**src/brhz_defines.svh**
```systemverilog
// Constants of the branch and register hazard control block
`ifndef BRHZ_DEFINES_SVH
`define BRHZ_DEFINES_SVH

// Widths
`define BRHZ_AW 24
`define BRHZ_WW 32
`define BRHZ_LCW 32

// Program counter
`define BRHZ_RESET_PC 24'h000000
`define BRHZ_PC_STEP 24'h000001

// Predecoded word layout
`define BRHZ_OP_MSB 31
`define BRHZ_OP_LSB 28
`define BRHZ_USE_MSB 27
`define BRHZ_USE_LSB 25
`define BRHZ_WR_MSB 24
`define BRHZ_WR_LSB 22
`define BRHZ_RD_AUX 18
`define BRHZ_RD_IDX 19
`define BRHZ_RD_DP 20
`define BRHZ_RD_SP 21

// Register group positions in a group mask
`define BRHZ_G_AUX 0
`define BRHZ_G_DP 1
`define BRHZ_G_SP 2

// Operation codes
`define BRHZ_OP_NORMAL 4'h0
`define BRHZ_OP_JUMP 4'h1
`define BRHZ_OP_CJUMP 4'h2
`define BRHZ_OP_CDCJ 4'h3
`define BRHZ_OP_CALL 4'h4
`define BRHZ_OP_HALT 4'h5
`define BRHZ_OP_BLKRPT 4'h6
`define BRHZ_OP_SGLRPT 4'h7
`define BRHZ_OP_RETI 4'h8
`define BRHZ_OP_RETS 4'h9
`define BRHZ_OP_JUMPD 4'ha
`define BRHZ_OP_CJUMPD 4'hb
`define BRHZ_OP_CDCJD 4'hc
`define BRHZ_OP_CDJ 4'hd

// Delay slots after a delayed jump
`define BRHZ_DLY_SLOTS 2'h3
`define BRHZ_DLY_LAST 2'h1
`define BRHZ_DLY_NONE 2'h0

`endif

```
**src/brhz_pkg.sv**
```systemverilog
// Types of the branch and register hazard control block
package brhz_pkg;

  typedef enum logic [2:0] {
    cls_normal,
    cls_flush,
    cls_repeat,
    cls_halt,
    cls_delayed
  } brhz_cls_t;

  typedef struct packed {
    brhz_cls_t cls;
    logic [2:0] use_grp;
    logic [2:0] wr_grp;
    logic [2:0] rd_grp;
    logic irq;
  } brhz_info_t;

endpackage

```
**src/brhz_dec_if.sv**
```systemverilog
// Carrier between the controller and its predecoder
`timescale 1ns/100ps
interface brhz_dec_if;
  logic [31:0] word;
  brhz_pkg::brhz_info_t info;
  modport ctl (output word, input info);
  modport dec (input word, output info);
endinterface

```
**src/brhz_predecode.sv**
```systemverilog
// Predecoder: class and register group masks of a program word
`timescale 1ns/100ps
`include "brhz_defines.svh"
module brhz_predecode (
  // Word in, class and masks out
  brhz_dec_if.dec bus
);

  logic [3:0] op;

  assign op = bus.word[`BRHZ_OP_MSB:`BRHZ_OP_LSB];

  // Class and group masks
  always_comb begin
    bus.info = '0;
    bus.info.use_grp = bus.word[`BRHZ_USE_MSB:`BRHZ_USE_LSB];
    bus.info.wr_grp = bus.word[`BRHZ_WR_MSB:`BRHZ_WR_LSB];
    // Index, block size and page pointer reads never stall
    bus.info.rd_grp[`BRHZ_G_AUX] = bus.word[`BRHZ_RD_AUX];
    bus.info.rd_grp[`BRHZ_G_SP] = bus.word[`BRHZ_RD_SP];
    unique case (op)
      `BRHZ_OP_NORMAL: bus.info.cls = brhz_pkg::cls_normal;
      `BRHZ_OP_JUMP, `BRHZ_OP_CJUMP, `BRHZ_OP_CALL,
      `BRHZ_OP_RETI, `BRHZ_OP_RETS: bus.info.cls = brhz_pkg::cls_flush;
      `BRHZ_OP_HALT: bus.info.cls = brhz_pkg::cls_halt;
      `BRHZ_OP_BLKRPT, `BRHZ_OP_SGLRPT: bus.info.cls = brhz_pkg::cls_repeat;
      `BRHZ_OP_JUMPD, `BRHZ_OP_CJUMPD: bus.info.cls = brhz_pkg::cls_delayed;
      `BRHZ_OP_CDCJ, `BRHZ_OP_CDJ: begin
        // Loop counter pointer counts as address generation
        bus.info.cls = brhz_pkg::cls_flush;
        bus.info.use_grp[`BRHZ_G_AUX] = 1'b1;
        bus.info.rd_grp[`BRHZ_G_AUX] = 1'b1;
        bus.info.wr_grp[`BRHZ_G_AUX] = 1'b1;
      end
      `BRHZ_OP_CDCJD: begin
        bus.info.cls = brhz_pkg::cls_delayed;
        bus.info.use_grp[`BRHZ_G_AUX] = 1'b1;
        bus.info.rd_grp[`BRHZ_G_AUX] = 1'b1;
        bus.info.wr_grp[`BRHZ_G_AUX] = 1'b1;
      end
      default: bus.info.cls = brhz_pkg::cls_normal;
    endcase
  end

endmodule

```
**src/brhz_ctl.sv**
```systemverilog
// Pipeline controller: branch flushes, delayed jumps, register group stalls
// Contract
// - Flushing jumps, calls, halt, repeats, returns, interrupts and reset empty the pipe.
// - A flushing jump makes one dummy fetch that still reaches the cache.
// - Repeat instructions flush; plain moves into loop registers never flush.
// - Outside repeat mode loop registers are plain 32-bit registers, no stall.
// - Up to four words precede repeat mode; software follows direct loads with jump.
// - A direct loop count write beats the repeat logic update in one cycle.
// - Delayed jumps never flush; three following words run, then the target.
// - Groups: pointers with index and block size; page pointer; stack pointer.
// - Decode using a group waits until an earlier writer of it finishes execute.
// - A group write right before a group user holds that decode two cycles.
// - Every stalled decode cycle refetches the next word; a stalled flushing op makes it a dummy fetch.
// - A group read in the read stage delays the next user's decode exactly one cycle.
// - Index, block size and page pointer reads cause no read stall.
// - Count-down jump pointer use triggers the same write and read stalls.
// - Each instruction passes fetch, decode, read, execute in order, one per cycle.
// - Execute beats read beats decode beats fetch; lower units wait.
`timescale 1ns/100ps
`include "brhz_defines.svh"
module brhz_ctl (
  // Clock and reset
  input wire logic clk,
  input wire logic srst,
  // Program fetch port
  input wire logic [`BRHZ_WW-1:0] pm_rdata,
  input wire logic pm_ready,
  output logic fetch_req_q,
  output logic [`BRHZ_AW-1:0] fetch_addr_q,
  output logic fetch_dummy_q,
  // Execute stage
  input wire logic br_taken,
  input wire logic [`BRHZ_AW-1:0] br_target,
  output logic exec_valid_q,
  output logic [`BRHZ_WW-1:0] exec_word_q,
  // Interrupts and halt
  input wire logic irq_req,
  input wire logic [`BRHZ_AW-1:0] irq_vector,
  output logic irq_ack_q,
  output logic halted_q,
  // Repeat and loop count
  input wire logic lc_wr,
  input wire logic [`BRHZ_LCW-1:0] lc_wdata,
  input wire logic lc_rpt_upd,
  input wire logic [`BRHZ_LCW-1:0] lc_rpt_data,
  output logic rpt_load_q,
  output logic [`BRHZ_LCW-1:0] loop_count_q
);

  // Flushing classes
  function automatic logic is_flush(brhz_pkg::brhz_cls_t c);
    return (c == brhz_pkg::cls_flush) || (c == brhz_pkg::cls_repeat) ||
           (c == brhz_pkg::cls_halt);
  endfunction

  // Group overlap of a stage against the decode user
  function automatic logic grp_hit(logic v, logic [2:0] a, logic [2:0] b);
    return v && ((a & b) != 3'h0);
  endfunction

  function automatic logic [`BRHZ_AW-1:0] inc_pc(logic [`BRHZ_AW-1:0] p);
    return p + `BRHZ_PC_STEP;
  endfunction

  brhz_dec_if dec_bus ();
  brhz_predecode u_predecode (
    .bus (dec_bus)
  );

  logic d_valid_q, d_valid_d, r_valid_q, r_valid_d, exec_valid_d;
  logic [`BRHZ_WW-1:0] d_word_q, d_word_d, r_word_q, r_word_d, exec_word_d;
  logic [`BRHZ_AW-1:0] d_pc_q, d_pc_d, r_pc_q, r_pc_d, e_pc_q, e_pc_d;
  brhz_pkg::brhz_info_t d_info_q, d_info_d, r_info_q, r_info_d, e_info_q, e_info_d;
  brhz_pkg::brhz_info_t irq_info;
  logic [`BRHZ_AW-1:0] fetch_addr_d, irq_vec_q, irq_vec_d, dly_tgt_q, dly_tgt_d;
  logic fetch_req_d, fetch_dummy_d, irq_ack_d, halted_d, rpt_load_d;
  logic dly_tgt_v_q, dly_tgt_v_d, eff_tgt_v;
  logic [1:0] dly_cnt_q, dly_cnt_d;
  logic [`BRHZ_AW-1:0] eff_tgt;
  logic [`BRHZ_LCW-1:0] loop_count_d;
  logic wr_hit, rd_hit, stall, d_adv, d_free, take, discard, inject, e_flush;

  assign dec_bus.word = pm_rdata;

  // Hazard detection against read and execute stages
  assign wr_hit = grp_hit(r_valid_q, r_info_q.wr_grp, d_info_q.use_grp) ||
                  grp_hit(exec_valid_q, e_info_q.wr_grp, d_info_q.use_grp);
  assign rd_hit = grp_hit(r_valid_q, r_info_q.rd_grp, d_info_q.use_grp);
  assign stall = d_valid_q && (wr_hit || rd_hit);
  assign d_adv = d_valid_q && !stall;
  assign d_free = !d_valid_q || d_adv;
  // Fetch completes only when decode can take the word
  assign take = fetch_req_q && pm_ready && d_free;
  assign discard = d_valid_q && is_flush(d_info_q.cls);
  assign inject = irq_req && !discard && (dly_cnt_q == `BRHZ_DLY_NONE);
  assign e_flush = exec_valid_q && is_flush(e_info_q.cls);
  assign eff_tgt_v = dly_tgt_v_q ||
                     (exec_valid_q && e_info_q.cls == brhz_pkg::cls_delayed && br_taken);
  assign eff_tgt = dly_tgt_v_q ? dly_tgt_q : br_target;

  // Next state of stages, program counter and control
  always_comb begin
    irq_info = '0;
    irq_info.cls = brhz_pkg::cls_flush;
    irq_info.irq = 1'b1;
    // Read and execute always move on
    exec_valid_d = r_valid_q;
    exec_word_d = r_word_q;
    e_pc_d = r_pc_q;
    e_info_d = r_info_q;
    r_valid_d = d_adv;
    r_word_d = d_word_q;
    r_pc_d = d_pc_q;
    r_info_d = d_info_q;
    d_valid_d = d_valid_q && stall;
    d_word_d = d_word_q;
    d_pc_d = d_pc_q;
    d_info_d = d_info_q;
    fetch_addr_d = fetch_addr_q;
    irq_vec_d = irq_vec_q;
    irq_ack_d = 1'b0;
    halted_d = halted_q;
    rpt_load_d = 1'b0;
    dly_cnt_d = dly_cnt_q;
    dly_tgt_v_d = dly_tgt_v_q;
    dly_tgt_d = dly_tgt_q;
    // Fetch into decode; a word behind a flushing op is thrown away
    if (take) begin
      if (inject) begin
        d_valid_d = 1'b1;
        d_word_d = '0;
        d_pc_d = fetch_addr_q;
        d_info_d = irq_info;
        irq_vec_d = irq_vector;
        irq_ack_d = 1'b1;
      end else begin
        fetch_addr_d = inc_pc(fetch_addr_q);
        if (!discard) begin
          d_valid_d = 1'b1;
          d_word_d = pm_rdata;
          d_pc_d = fetch_addr_q;
          d_info_d = dec_bus.info;
          if (dly_cnt_q != `BRHZ_DLY_NONE) begin
            dly_cnt_d = dly_cnt_q - `BRHZ_DLY_LAST;
          end
          if (dec_bus.info.cls == brhz_pkg::cls_delayed) begin
            dly_cnt_d = `BRHZ_DLY_SLOTS;
          end
        end
      end
    end
    // Delayed jump target, latched at execute
    if (exec_valid_q && e_info_q.cls == brhz_pkg::cls_delayed && br_taken) begin
      dly_tgt_v_d = 1'b1;
      dly_tgt_d = br_target;
    end
    // Redirect after the third delay slot word is fetched
    if (take && !inject && !discard && dly_cnt_q == `BRHZ_DLY_LAST) begin
      dly_tgt_v_d = 1'b0;
      if (eff_tgt_v) begin
        fetch_addr_d = eff_tgt;
      end
    end
    // Completion of a flushing op at execute
    if (e_flush) begin
      if (e_info_q.irq) begin
        fetch_addr_d = irq_vec_q;
      end else if (e_info_q.cls == brhz_pkg::cls_halt) begin
        fetch_addr_d = inc_pc(e_pc_q);
        halted_d = 1'b1;
      end else if (e_info_q.cls == brhz_pkg::cls_repeat) begin
        fetch_addr_d = inc_pc(e_pc_q);
        rpt_load_d = 1'b1;
      end else begin
        fetch_addr_d = br_taken ? br_target : inc_pc(e_pc_q);
      end
    end
    if (halted_q && irq_req) begin
      halted_d = 1'b0;
    end
    // Fetch idles while a flushing op is in read or execute
    fetch_req_d = !halted_d && !(r_valid_d && is_flush(r_info_d.cls)) &&
                  !(exec_valid_d && is_flush(e_info_d.cls));
    fetch_dummy_d = fetch_req_d && d_valid_d && is_flush(d_info_d.cls);
  end

  // Pipeline registers
  always_ff @(posedge clk) begin
    if (srst) begin
      d_valid_q <= 1'b0;
      r_valid_q <= 1'b0;
      exec_valid_q <= 1'b0;
      d_word_q <= '0;
      r_word_q <= '0;
      exec_word_q <= '0;
      d_pc_q <= `BRHZ_RESET_PC;
      r_pc_q <= `BRHZ_RESET_PC;
      e_pc_q <= `BRHZ_RESET_PC;
      d_info_q <= '0;
      r_info_q <= '0;
      e_info_q <= '0;
      fetch_addr_q <= `BRHZ_RESET_PC;
      fetch_req_q <= 1'b0;
      fetch_dummy_q <= 1'b0;
      irq_vec_q <= `BRHZ_RESET_PC;
      irq_ack_q <= 1'b0;
      halted_q <= 1'b0;
      rpt_load_q <= 1'b0;
      dly_cnt_q <= `BRHZ_DLY_NONE;
      dly_tgt_v_q <= 1'b0;
      dly_tgt_q <= `BRHZ_RESET_PC;
    end else begin
      d_valid_q <= d_valid_d;
      r_valid_q <= r_valid_d;
      exec_valid_q <= exec_valid_d;
      d_word_q <= d_word_d;
      r_word_q <= r_word_d;
      exec_word_q <= exec_word_d;
      d_pc_q <= d_pc_d;
      r_pc_q <= r_pc_d;
      e_pc_q <= e_pc_d;
      d_info_q <= d_info_d;
      r_info_q <= r_info_d;
      e_info_q <= e_info_d;
      fetch_addr_q <= fetch_addr_d;
      fetch_req_q <= fetch_req_d;
      fetch_dummy_q <= fetch_dummy_d;
      irq_vec_q <= irq_vec_d;
      irq_ack_q <= irq_ack_d;
      halted_q <= halted_d;
      rpt_load_q <= rpt_load_d;
      dly_cnt_q <= dly_cnt_d;
      dly_tgt_v_q <= dly_tgt_v_d;
      dly_tgt_q <= dly_tgt_d;
    end
  end

  // Loop count: ordinary register, direct write beats repeat update
  always_comb begin
    loop_count_d = loop_count_q;
    if (lc_wr) begin
      loop_count_d = lc_wdata;
    end else if (lc_rpt_upd) begin
      loop_count_d = lc_rpt_data;
    end
  end

  // Loop count register; direct loads never touch the pipe
  always_ff @(posedge clk) begin
    if (srst) begin
      loop_count_q <= '0;
    end else begin
      loop_count_q <= loop_count_d;
    end
  end
endmodule

```
**config.mk**
```make
export PLATFORM = sky130hd
export DESIGN_NAME = brhz_ctl
export DESIGN_NICKNAME = d
export VERILOG_FILES = /design/src/brhz_pkg.sv /design/src/brhz_dec_if.sv /design/src/brhz_predecode.sv /design/src/brhz_ctl.sv
export VERILOG_INCLUDE_DIRS = /design/src /design/src/src
export SDC_FILE = /design/constraint.sdc
export NUM_CORES = 1
export LEC_CHECK = 0
export ABC_AREA = 1
export BUFFER_PORTS_ARGS = -buffer_cell sky130_fd_sc_hd__buf_2
export CORE_MARGIN = 2
export CORE_UTILIZATION = 40
export CTS_CLUSTER_SIZE = 30
export DETAILED_ROUTE_END_ITERATION = 16
export GPL_ROUTABILITY_DRIVEN = 0
export PLACE_DENSITY = 0.7
export SKIP_LAST_GASP = 1
export SYNTH_ARGS = -nofsm -noshare
export SYNTH_HDL_FRONTEND = slang
export SYNTH_SLANG_ARGS = --single-unit
```
**constraint.sdc**
```tcl
create_clock -name clk -period 1.75 [get_ports clk]
set_clock_uncertainty 0.15 [all_clocks]
set_input_delay 0.175 -clock clk [delete_from_list [all_inputs] [get_ports clk]]
set_output_delay 0.175 -clock clk [all_outputs]
set_load 0.01 [all_outputs]
```
==> results by group, run 1 <==
Worst setup path
  • Crit path DAT: 2.20 ns
  • Setup slack, reg-to-reg: -0.21 ns
  • Launch point of the worst path: dly_cnt_q[1]$_SDFFE_PP0P_
  • Reg2Reg Depth: 10
  • Crit path launch type: flop
  • Critical path type: reg2reg
  • Crit path required time: just under 2 ns
  • Crit Reg-Reg Endpoint: fetch_addr_q[16]$_SDFF_PP0_
  • Crit path max fanout: 15
  • Worst reg2reg startpoint: dly_cnt_q[1]$_SDFFE_PP0P_
  • CP endpoint kind: flop
  • Crit path to: fetch_addr_q[16]$_SDFF_PP0_

Logic synthesis
  • Area share of the largest cell type after synthesis: 48.63%
  • Synthesized area: 12800 sq um
  • Synthesized flop and latch total: 311
  • Mapped Avg Cell Area: slightly above 7 sq um
  • Biggest area consumer among synthesized cells: dfxtp_1
  • YS warnings: 0
  • Mapped Nets: 1916
  • Register area share after synthesis: 48.63%
  • Post-synth cell types: 45
  • Synth area leaders: dfxtp_1 (49%), nand2_1 (11%), inv_1 (7.8%), nor2_1 (6.2%), o21ai_0 (5.6%)
  • Mapped Cells: roughly 1.8k

Global route
  • Grt ovf: 0
  • First-pass GRT wire length: 68940 um
  • Largest net degree at the start of global routing: 131
  • Number of global-route vias before repair: 13.41k
  • All-Layer GR Usage: between 20% and 30%
  • Initial antenna violation count: 0

Die
  • CORE AREA: 31560 sq um
  • Full die area: ~33000 sq um
  • Starting Density: 40.57%
  • Num ports: 245
  • Row Count: 65
  • Die W: 182.9 um
  • Die Span Y: 182.9 um

Final layout
  • Share of cells above drive strength 1: 31.40%
  • Layout Utilization: 62.72%
  • Area added between synthesis and finish: 54.59%
  • Final net count: 2454
  • Fill count: 2501
  • Diode count: 0

Timing
  • Hold Worst Slack: -0.004512 ns
  • RSZ-0062 raised after global routing: true
  • Final setup fails: 94
  • Setup TNS: -7.677 ns
  • Slew Viols, Final: 0
  • Hold Vio Cnt, Final: 1
  • Worst Tran Pin Value: 0.6933 ns
  • F_max: 510.4 MHz
  • Headroom to the max-slew limit: 53.78%
  • Minimum clock period: 1.959 ns
  • Final worst slack: -0.2094 ns
  • Period utilisation layout: 112.0%

Status
  • Failing checks: hold timing, setup timing
  • Status: finished with violations

Flow run
  • Max-cap violations: 0

Detailed routing
  • Routed vias: 14.03k
  • DRT Pass-1 Iters: 6
  • 1st-iter DRT viols: 1260
  • Antenna-violating nets left: 0
  • DRC violation count after routing: 0
  • WL final: 46810 um
  • Average wire per standard cell: 17.16 um
  • Routed vias/inst: 5.143

Clocking
  • Clk root buf: clkbuf_16
  • Num CTS Buffers: 35
  • CTS tree: yes
  • Clock transition at path regs: 0.06 ns
  • Clock latency at the later pin of the worst-skew pair: 0.53 ns
  • Max H-tree Level: 2
  • CTS sink cnt: ~310
  • Clk buf depth: 3

Pwr
  • Total leakage power: a little under 9 nW
  • Peak supply drop: 0.7405 mV
  • Power Dens Cells: 850.4 nW/um^2

Worst hold path
  • Hold Path Class: in2reg

Placed design
  • Port-buffer cells: approximately 240
  • Post-DP HPWL: 28890 um
## cells by family (layout without fill, tap and decap cells)
logic type | count (synthesis) | count (layout) | synth area share (%)
compound gates | 337 | 337 | 14.85
xor+xnor | 25 | 25 | 1.710
simple gates | 720 | 721 | 23.35
mux | 1 | 1 | 0.07818
fa+ha+maj | 4 | 4 | 0.3909
flops | 311 | 311 | 48.63
buf+inv | 363 | 926 | 10.99
## cell usage in the layout (no fill, tap or decap), types with 25 or more instances in the layout
cell           instances
buf_4                150
a21oi_2               27
nand2_1              324
dlygate4sd3_1        148
nand3_1               55
buf_2                244
clkbuf_16             41
nand2_2               47
nor2_1               187
a32o_1                28
a21oi_1              108
dfxtp_2               25
dfxtp_1              275
o21ai_1               33
inv_1                256
o21ai_0              104
## worst min-delay path by stage
stage | startpoint | end | depth (start not counted)
finish | srst | e_pc_d[20]$_SDFF_PP0_ | 3
global route | srst | exec_word_q[5]$_SDFF_PP0_ | 3
CTS | lc_wr | loop_count_q[26]$_SDFFE_PP0P_ | 4
detailed placement | e_pc_d[15]$_SDFF_PP0_ | e_pc_q[15]$_SDFF_PP0_ | 2
global placement | exec_word_d[14]$_SDFF_PP0_ | exec_word_q[14]$_SDFF_PP0_ | 2
floorplan | pm_rdata[27] | d_info_q[9]$_SDFFE_PP0P_ | 2
## flip-flops by register name, summed over array words and instances (netlist names), 2 cells and up
signal,cells
d_info_q,12
d_pc_q,24
d_word_q,32
dly_cnt_q,2
dly_tgt_q,24
e_info_d,9
e_info_q,7
e_pc_d,24
e_pc_q,24
exec_word_d,32
exec_word_q,32
fetch_addr_q,24
irq_vec_q,24
loop_count_q,32
## stage by stage
| step | cells | hold slack, ns | total power, mW | setup WS [ns] | instance area, sq um |
|---|---|---|---|---|---|
| detailed placement | 2475 | 0.2438 | 8.812 | -0.2642 | 15670 |
| global route | 2727 | 0.06121 | 17.41 | -0.2822 | 19790 |
| global placement | 2475 | 0.2394 | 8.780 | -0.2256 | 15670 |
| floorplan | 1761 | 0.1768 | 8.205 | -0.03337 | 12900 |
| finish | 2727 | -0.004512 | 16.83 | -0.2094 | 19790 |
| CTS | 2705 | 0.001261 | 16.79 | -0.1419 | 18860 |
## critical path, cell delays in order (launching register included)
cell     delay, ns
dfxtp_1       0.31
inv_1         0.11
ha_4          0.18
nand3_4       0.12
nand3_4       0.15
inv_4         0.06
nand2_4       0.09
nor2_8        0.06
buf_12        0.15
a21oi_1       0.30
a21oi_1       0.13
## synthesized netlist by cell type (all sizes together)
cell / number
a32o: 29
a2bb2oi: 1
o21bai: 1
nand3: 77
nor3: 14
o22ai: 3
mux2i: 1
or2: 5
a21oi: 136
a211oi: 1
nor3b: 1
nor2: 217
o211ai: 18
nand2: 389
o31ai: 1
xor2: 13
buf: 24
clkinv: 1
a31oi: 3
ha: 4
nor4: 3
o21ai: 143
nand4: 8
xnor2: 12
clkbuf: 70
inv: 268
nand3b: 6
a22oi: 1
dfxtp: 311
## final cells by class
class	instances	area (sq um)	share of cell area, %
multi-input combinational	1088	5989	30.26
tap	402	503.0	2.541
inverter	269	1028	5.196
clock buffer	49	1008	5.095
sequential	311	6299	31.82
clock inverter	14	207.7	1.049
timing repair buffer	594	4757	24.03
## report_power, final
group	switching, mW	internal, mW	leakage [nW]
sequential	0.111	7.30	2.55
clock	3.02	4.67	0.604
combinational	0.914	0.819	5.62
## what timing repair did
action                                 in CTS  in global routing
hold buffers                              148                  0
buffers inserted                           16                 14
setup endpoints to repair                 100                145
pin swaps                                  40                 59
endpoints found under the hold margin     136                  0
gates cloned                                3                  9
gates resized for setup                    96                222
## metal layers
metal | up-vias | wire length (um) | GRT usage [%]
met5 | - | 0 | 0
met3 | 149 | 4692 | 6.871
met1 | 6480 | 17670 | 30.65
met2 | 763 | 22280 | 44.59
met4 | 0 | 2170 | 10.72
li1 | 6633 | - | -
Note: power is estimated with default switching activity, not from simulation.
==> inputs of run 2 (changes only) <==
PLACE_DENSITY = 0.68   (was 0.7)
clock period = 2.3 ns   (was 1.75 ns; I/O delays follow)
==> run 2 against run 1 <==
- the run now ends clean
- final area shrank 14%
- clock-buffer cell count up 2
- first-iteration DRC count down 16%
- power shrank 26%
- clock power decreased by 26%
- hold slack gained 0.038 ns
- core utilization is 8.5 points lower
- global-route usage down 2.5 points
- critical endpoint is now fetch_addr_q[22]$_SDFF_PP0_
==> results by group, run 2 (synthesis gave the netlist of run 1 again) <==
Worst setup path
  • Reg2Reg Depth: 12
  • Critical path type: reg2reg
  • Launch point of the worst path: fetch_addr_q[0]$_SDFF_PP0_
  • Crit path launch type: flop
  • Crit Reg-Reg Endpoint: fetch_addr_q[22]$_SDFF_PP0_
  • CP endpoint kind: flop
  • Crit path DAT: 2.35 ns
  • Crit path max fanout: 4
  • Crit path to: fetch_addr_q[22]$_SDFF_PP0_
  • Setup slack, reg-to-reg: 0.16 ns
  • Crit path required time: between 2 and 3 ns
  • Worst reg2reg startpoint: fetch_addr_q[0]$_SDFF_PP0_

Timing
  • Hold Vio Cnt, Final: 0
  • Headroom to the max-slew limit: between 30% and 40%
  • Slew Viols, Final: 0
  • Period utilisation layout: 92.95%
  • RSZ-0062 raised after global routing: true
  • Worst Tran Pin Value: about 0.93 ns
  • Minimum clock period: approximately 2.1 ns
  • F_max: 467.8 MHz
  • Final worst slack: 0.1621 ns
  • Final setup fails: 0

Clocking
  • Clk root buf: clkbuf_16
  • CTS sink cnt: 311
  • Clock latency at the later pin of the worst-skew pair: 0.53 ns
  • Clk buf depth: 3
  • Num CTS Buffers: 36
  • Post-CTS setup buffers: 0
  • CTS tree: yes
  • Max H-tree Level: 2
  • Clock transition at path regs: 0.06 ns

Detailed routing
  • Routed vias: 12.78k
  • Routed vias/inst: 5.003
  • DRT Pass-1 Iters: 7
  • Average wire per standard cell: 15.82 um
  • WL final: 40420 um
  • DRC violation count after routing: 0
  • 1st-iter DRT viols: 1060
  • Antenna-violating nets left: 0

Placed design
  • Placed cells: 2347
  • Port-buffer cells: 244
  • Placed cell area: 14450 sq um
  • Pre-CTS WS: between 0.08 and 0.09 ns
  • Post-DP HPWL: around 27000 um

Pwr
  • Power Dens Cells: 727.1 nW/um^2
  • Peak supply drop: between 0.6 and 0.7 mV
  • Total leakage power: between 7 and 8 nW

Die
  • Starting Density: about two fifths
  • Die W: 182.9 um
  • Num ports: 245
  • Die Span Y: between 150 and 200 um
  • Full die area: 33460 sq um
  • CORE AREA: 31560 sq um
  • Row Count: 65

Global route
  • All-Layer GR Usage: between 20% and 30%
  • Number of global-route vias before repair: 12.09k
  • First-pass GRT wire length: 62790 um
  • Grt ovf: 0
  • Largest net degree at the start of global routing: 191
  • Initial antenna violation count: 0

Final layout
  • Most frequent cells in the layout: nand2_1 (386), dfxtp_1 (310), inv_1 (265)
  • Diode count: 0
  • Final Instance Area: 17120 sq um
  • Final net count: 2280
  • Commonest non-fill, non-tap cell in the layout: nand2_1
  • Layout Utilization: 54.25%
  • Fin cells: approximately 2.6k
  • Share of cells above drive strength 1: 17.33%
  • Area added between synthesis and finish: 33.71%

Worst hold path
  • Hold Path Class: in2reg

Flow run
  • Max-cap violations: 0

Status
  • Status: completed
run 2: changes by cell type in the layout (fill, tap and decap cells not counted), moves of 20 or more:
| cell | before | now |
|---|---|---|
| dfxtp_2 | 25 | 1 |
| a21oi_1 | 108 | 134 |
| o21ai_0 | 104 | 142 |
| nor2_1 | 187 | 207 |
| nand2_2 | 47 | 2 |
| dfxtp_1 | 275 | 310 |
| a21oi_2 | 27 | 2 |
| buf_4 | 150 | 29 |
| o21ai_1 | 33 | 1 |
| nand2_1 | 324 | 386 |
run 2: layout make-up:
cell class                 instances  area [sq um]
inverter                         269          1011
clock buffer                      51          1037
fill                            2872         14440
clock inverter                    14         157.7
sequential                       311          6227
timing repair buffer             419          2952
multi-input combinational       1088          5233
tap                              402         503.0
run 2: repair_timing:
action | CTS | global route
hold buffers | 141 | 0
hold endpoints to repair | 123 | 0
setup endpoints to repair | 0 | 20
gates resized for setup | 0 | 17
run 2: critical path, stage by stage, from the launching register on:
cell and delay, ns:
dfxtp_1 0.40, ha_1 0.21, nand2_1 0.11, nor2_2 0.17, nand3_2 0.19, nor2_2 0.17
nand4_1 0.09, o21bai_1 0.18, nand2_1 0.07, nand2_1 0.06, nand2_1 0.06, nand2_1 0.05
a21oi_1 0.06
run 2: metrics by stage:
| stage | hold WS [ns] | total power, mW | setup TNS (ns) |
|---|---|---|---|
| after floorplan | 0.2359 | 6.237 | 0 |
| after global placement | 0.2383 | 6.604 | 0 |
| after detailed placement | 0.2436 | 6.623 | 0 |
| after CTS | 0.006936 | 12.54 | 0 |
| after global routing | 0.03892 | 12.92 | -0.01675 |
| final | 0.03300 | 12.45 | 0 |
run 2: routing by layer:
metal / GRT usage (%) / routed length (um) / vias to the layer above
met2: 40.44 / 19120 / 566
met3: 6.692 / 3984 / 75
li1: - / - / 6262
met4: 8.064 / 1243 / 0
met1: 28.05 / 16070 / 5875
met5: 0 / 0 / -
run 2: worst min path at each step:
stage                                          start                            end  slack, ns  cells past startpoint
after detailed placement  exec_word_d[30]$_SDFF_PP0_     exec_word_q[30]$_SDFF_PP0_       0.24                      2
after CTS                             lc_rpt_data[3]   loop_count_q[3]$_SDFFE_PP0P_      0.007                      5
after floorplan                         pm_rdata[21]       d_info_q[3]$_SDFFE_PP0P_       0.24                      2
after global placement     exec_word_d[9]$_SDFF_PP0_      exec_word_q[9]$_SDFF_PP0_       0.24                      2
after global routing                    lc_wdata[14]  loop_count_q[14]$_SDFFE_PP0P_       0.04                      5
final                                 lc_rpt_data[3]   loop_count_q[3]$_SDFFE_PP0P_       0.03                      5
run 2: power breakdown:
| group | switching, mW | total, mW | internal [mW] | leakage [nW] |
|---|---|---|---|---|
| Combinational | 0.605 | 1.10 | 0.495 | 4.41 |
| Sequential | 0.0804 | 5.64 | 5.56 | 2.53 |
| Clock | 2.30 | 5.71 | 3.40 | 0.595 |
| Total | 2.99 | 12.4 | 9.46 | 7.53 |
==> inputs of run 3 (changes only) <==
BUFFER_PORTS_ARGS = -buffer_cell sky130_fd_sc_hd__buf_4   (was -buffer_cell sky130_fd_sc_hd__buf_2)
==> run 3 against run 2 <==
- final cell count fell by 0.16%
- die area did not move
- sequential share of layout area fell by 1.2 points
- core utilization rose by 1.9 points
- largest cell class unchanged
- highest routed layer unchanged
==> results by group, run 3 (synthesis gave the netlist of run 1 again) <==
Global route
  • First-pass GRT wire length: 63910 um
  • All-Layer GR Usage: 23.84%
  • Initial antenna violation count: 0
  • Grt ovf: 0
  • Number of global-route vias before repair: 12.42k
  • Largest net degree at the start of global routing: 191

Timing
  • Period utilisation layout: 92.99%
  • Final worst slack: ~0.16 ns
  • RSZ-0062 raised after global routing: true
  • Slew Viols, Final: 0
  • Hold Vio Cnt, Final: 0
  • Headroom to the max-slew limit: a little over two fifths
  • Final setup fails: 0
  • Minimum clock period: around 2.1 ns
  • F_max: 467.6 MHz
  • Worst Tran Pin Value: 0.8437 ns
  • Hold Worst Slack: 0.06035 ns

Final layout
  • Layout Utilization: 56.17%
  • Most frequent cells in the layout: nand2_1 (385), dfxtp_1 (311), buf_4 (273)
  • Fin cells: 2550
  • Commonest non-fill, non-tap cell in the layout: nand2_1
  • Share of cells above drive strength 1: 17.18%
  • Final net count: 2280
  • Diode count: 0
  • Area added between synthesis and finish: 38.43%
  • Fill count: ~2.9k

Detailed routing
  • WL final: 40790 um
  • DRT Pass-1 Iters: 6
  • Routed vias/inst: 5.005
  • Routed vias: 12.76k
  • DRC violation count after routing: 0
  • 1st-iter DRT viols: around 1.0k
  • Antenna-violating nets left: 0
  • Average wire per standard cell: 15.99 um

Clocking
  • Num CTS Buffers: 34
  • Post-CTS setup buffers: 0
  • Clock transition at path regs: 0.06 ns
  • Clk root buf: clkbuf_16
  • Clk buf depth: 3
  • Clock latency at the later pin of the worst-skew pair: 0.53 ns
  • CTS sink cnt: 311
  • CTS tree: yes
  • Max H-tree Level: 2

Worst setup path
  • CP max stage delay: 0.46 ns
  • Launch point of the worst path: fetch_addr_q[4]$_SDFF_PP0_
  • Worst path depth: 13
  • Critical path's top delay family: simple AND/OR/NAND/NOR gates
  • Crit Reg-Reg Endpoint: fetch_addr_q[23]$_SDFF_PP0_
  • Crit path DAT: 2.38 ns
  • Slowest-stage cell, CP: dfxtp_1
  • Worst reg2reg startpoint: fetch_addr_q[4]$_SDFF_PP0_
  • Crit path launch type: flop
  • Reg2Reg Depth: 13
  • CP bufs+invs: 1
  • Crit path required time: 2.54 ns
  • Critical path, cell by cell: nand2_1 > nor2_1 > nand3_1 > nor2_1 > inv_1 > nor3_1 > nand3_1 > nand2_1 > nand2_1 > nand2_1 > nand2_1 > nand2_1 > nor2_1
  • Critical path type: reg2reg
  • CP endpoint kind: flop
  • Crit path max fanout: 5
  • Most frequent CP cell: nand2_1
  • Setup slack, reg-to-reg: 0.16 ns
  • Crit path to: fetch_addr_q[23]$_SDFF_PP0_

Die
  • CORE AREA: 31560 sq um
  • Die Span Y: 182.9 um
  • Starting Density: 40.57%
  • Full die area: 33460 sq um
  • Row Count: 65
  • Num ports: ~250
  • Die W: 182.9 um

Pwr
  • Net Sw Frac: 23.87%
  • Total leakage power: 7.646 nW
  • Seq pwr share: between 40% and 50%
  • Net Sw Power: 2.983 mW
  • Peak supply drop: 0.5131 mV
  • Clk pwr share: between 40% and 50%
  • Combinational power share: 9.7%
  • Internal power: 9.514 mW
  • Power Dens Cells: 705.1 nW/um^2

Placed design
  • Pre-CTS WS: 0.1090 ns
  • Port-buffer cells: 244
  • Post-DP HPWL: 27400 um
  • Placed cells: between 2k and 2.5k

Flow run
  • Max-cap violations: 0

Worst hold path
  • Hold Path Class: in2reg
  • Hold Path Origin: lc_rpt_data[31]

Status
  • Status: completed
[run 3: changes by cell type in the layout (fill, tap and decap cells not counted), moves of 2 or more]
| cell | change |
|---|---|
| clkbuf_1 | -4 |
| nor2_2 | -2 |
| buf_4 | +244 |
| clkbuf_16 | -2 |
| nor3_2 | -2 |
| nor3_1 | +2 |
| nor2_1 | +2 |
| clkinv_2 | -5 |
| nand3_1 | -2 |
| clkinvlp_4 | +4 |
| nand3_2 | +2 |
| buf_2 | -243 |
[run 3: stage by stage]
stage          total power, mW   TNS, ns  cell area (sq um)
3_3_place_gp             6.709         0              15060
5_1_grt                  12.94  -0.01707              17720
6_report                 12.50         0              17720
4_1_cts                  12.56         0              17670
2_1_floorplan            6.237         0              12800
3_5_place_dp             6.727         0              15060
[run 3: repair_timing]
action / in CTS / in global routing
gates resized for setup: 0 / 13
setup endpoints to repair: 0 / 16
hold endpoints to repair: 124 / 0
hold buffers: 142 / 0
[run 3: per-layer routing]
layer / track usage [%] / part of all wire, % / vias to the layer above
met3: 6.513 / 9.9 / 104
met2: 40.12 / 46 / 567
met5: 0 / 0 / -
li1: - / - / 6251
met1: 28.53 / 40 / 5841
met4: 10.66 / 4.3 / 0
[run 3: area by class of cell]
cell class / instances / area, sq um / area share, %
flip-flops and latches: 311 / 6226 / 35.13
multi-input cells: 1088 / 5225 / 29.48
repair buffers: 421 / 3577 / 20.18
inverters: 269 / 1011 / 5.704
clock buffers: 45 / 972.2 / 5.485
well taps: 402 / 503.0 / 2.838
clock inverters: 14 / 210.2 / 1.186
[run 3: worst min-delay path by stage]
| stage | to | depth (start not counted) |
|---|---|---|
| finish | loop_count_q[31]$_SDFFE_PP0P_ | 5 |
| CTS | loop_count_q[31]$_SDFFE_PP0P_ | 5 |
| global route | loop_count_q[11]$_SDFFE_PP0P_ | 5 |
| global placement | exec_word_q[9]$_SDFF_PP0_ | 2 |
| detailed placement | e_pc_q[5]$_SDFF_PP0_ | 2 |
| floorplan | d_info_q[3]$_SDFFE_PP0P_ | 2 |
[run 3: worst register-to-register path, stage by stage (launching register included)]
cell and delay (ns):
dfxtp_1 0.46, nand2_1 0.16, nor2_1 0.22, nand3_1 0.15, nor2_1 0.15, inv_1 0.09, nor3_1 0.22, nand3_1 0.12
nand2_1 0.07, nand2_1 0.04, nand2_1 0.05, nand2_1 0.05, nand2_1 0.05, nor2_1 0.04
[run 3: power by group through the flow]
stage               Clock (mW)  Sequential, mW  Combinational (mW)
floorplan                    0            5.76               0.477
global route              5.96            5.66                1.33
global placement             0            5.76               0.953
detailed placement           0            5.76               0.967
CTS                       5.74            5.64                1.18
finish                    5.64            5.64                1.21
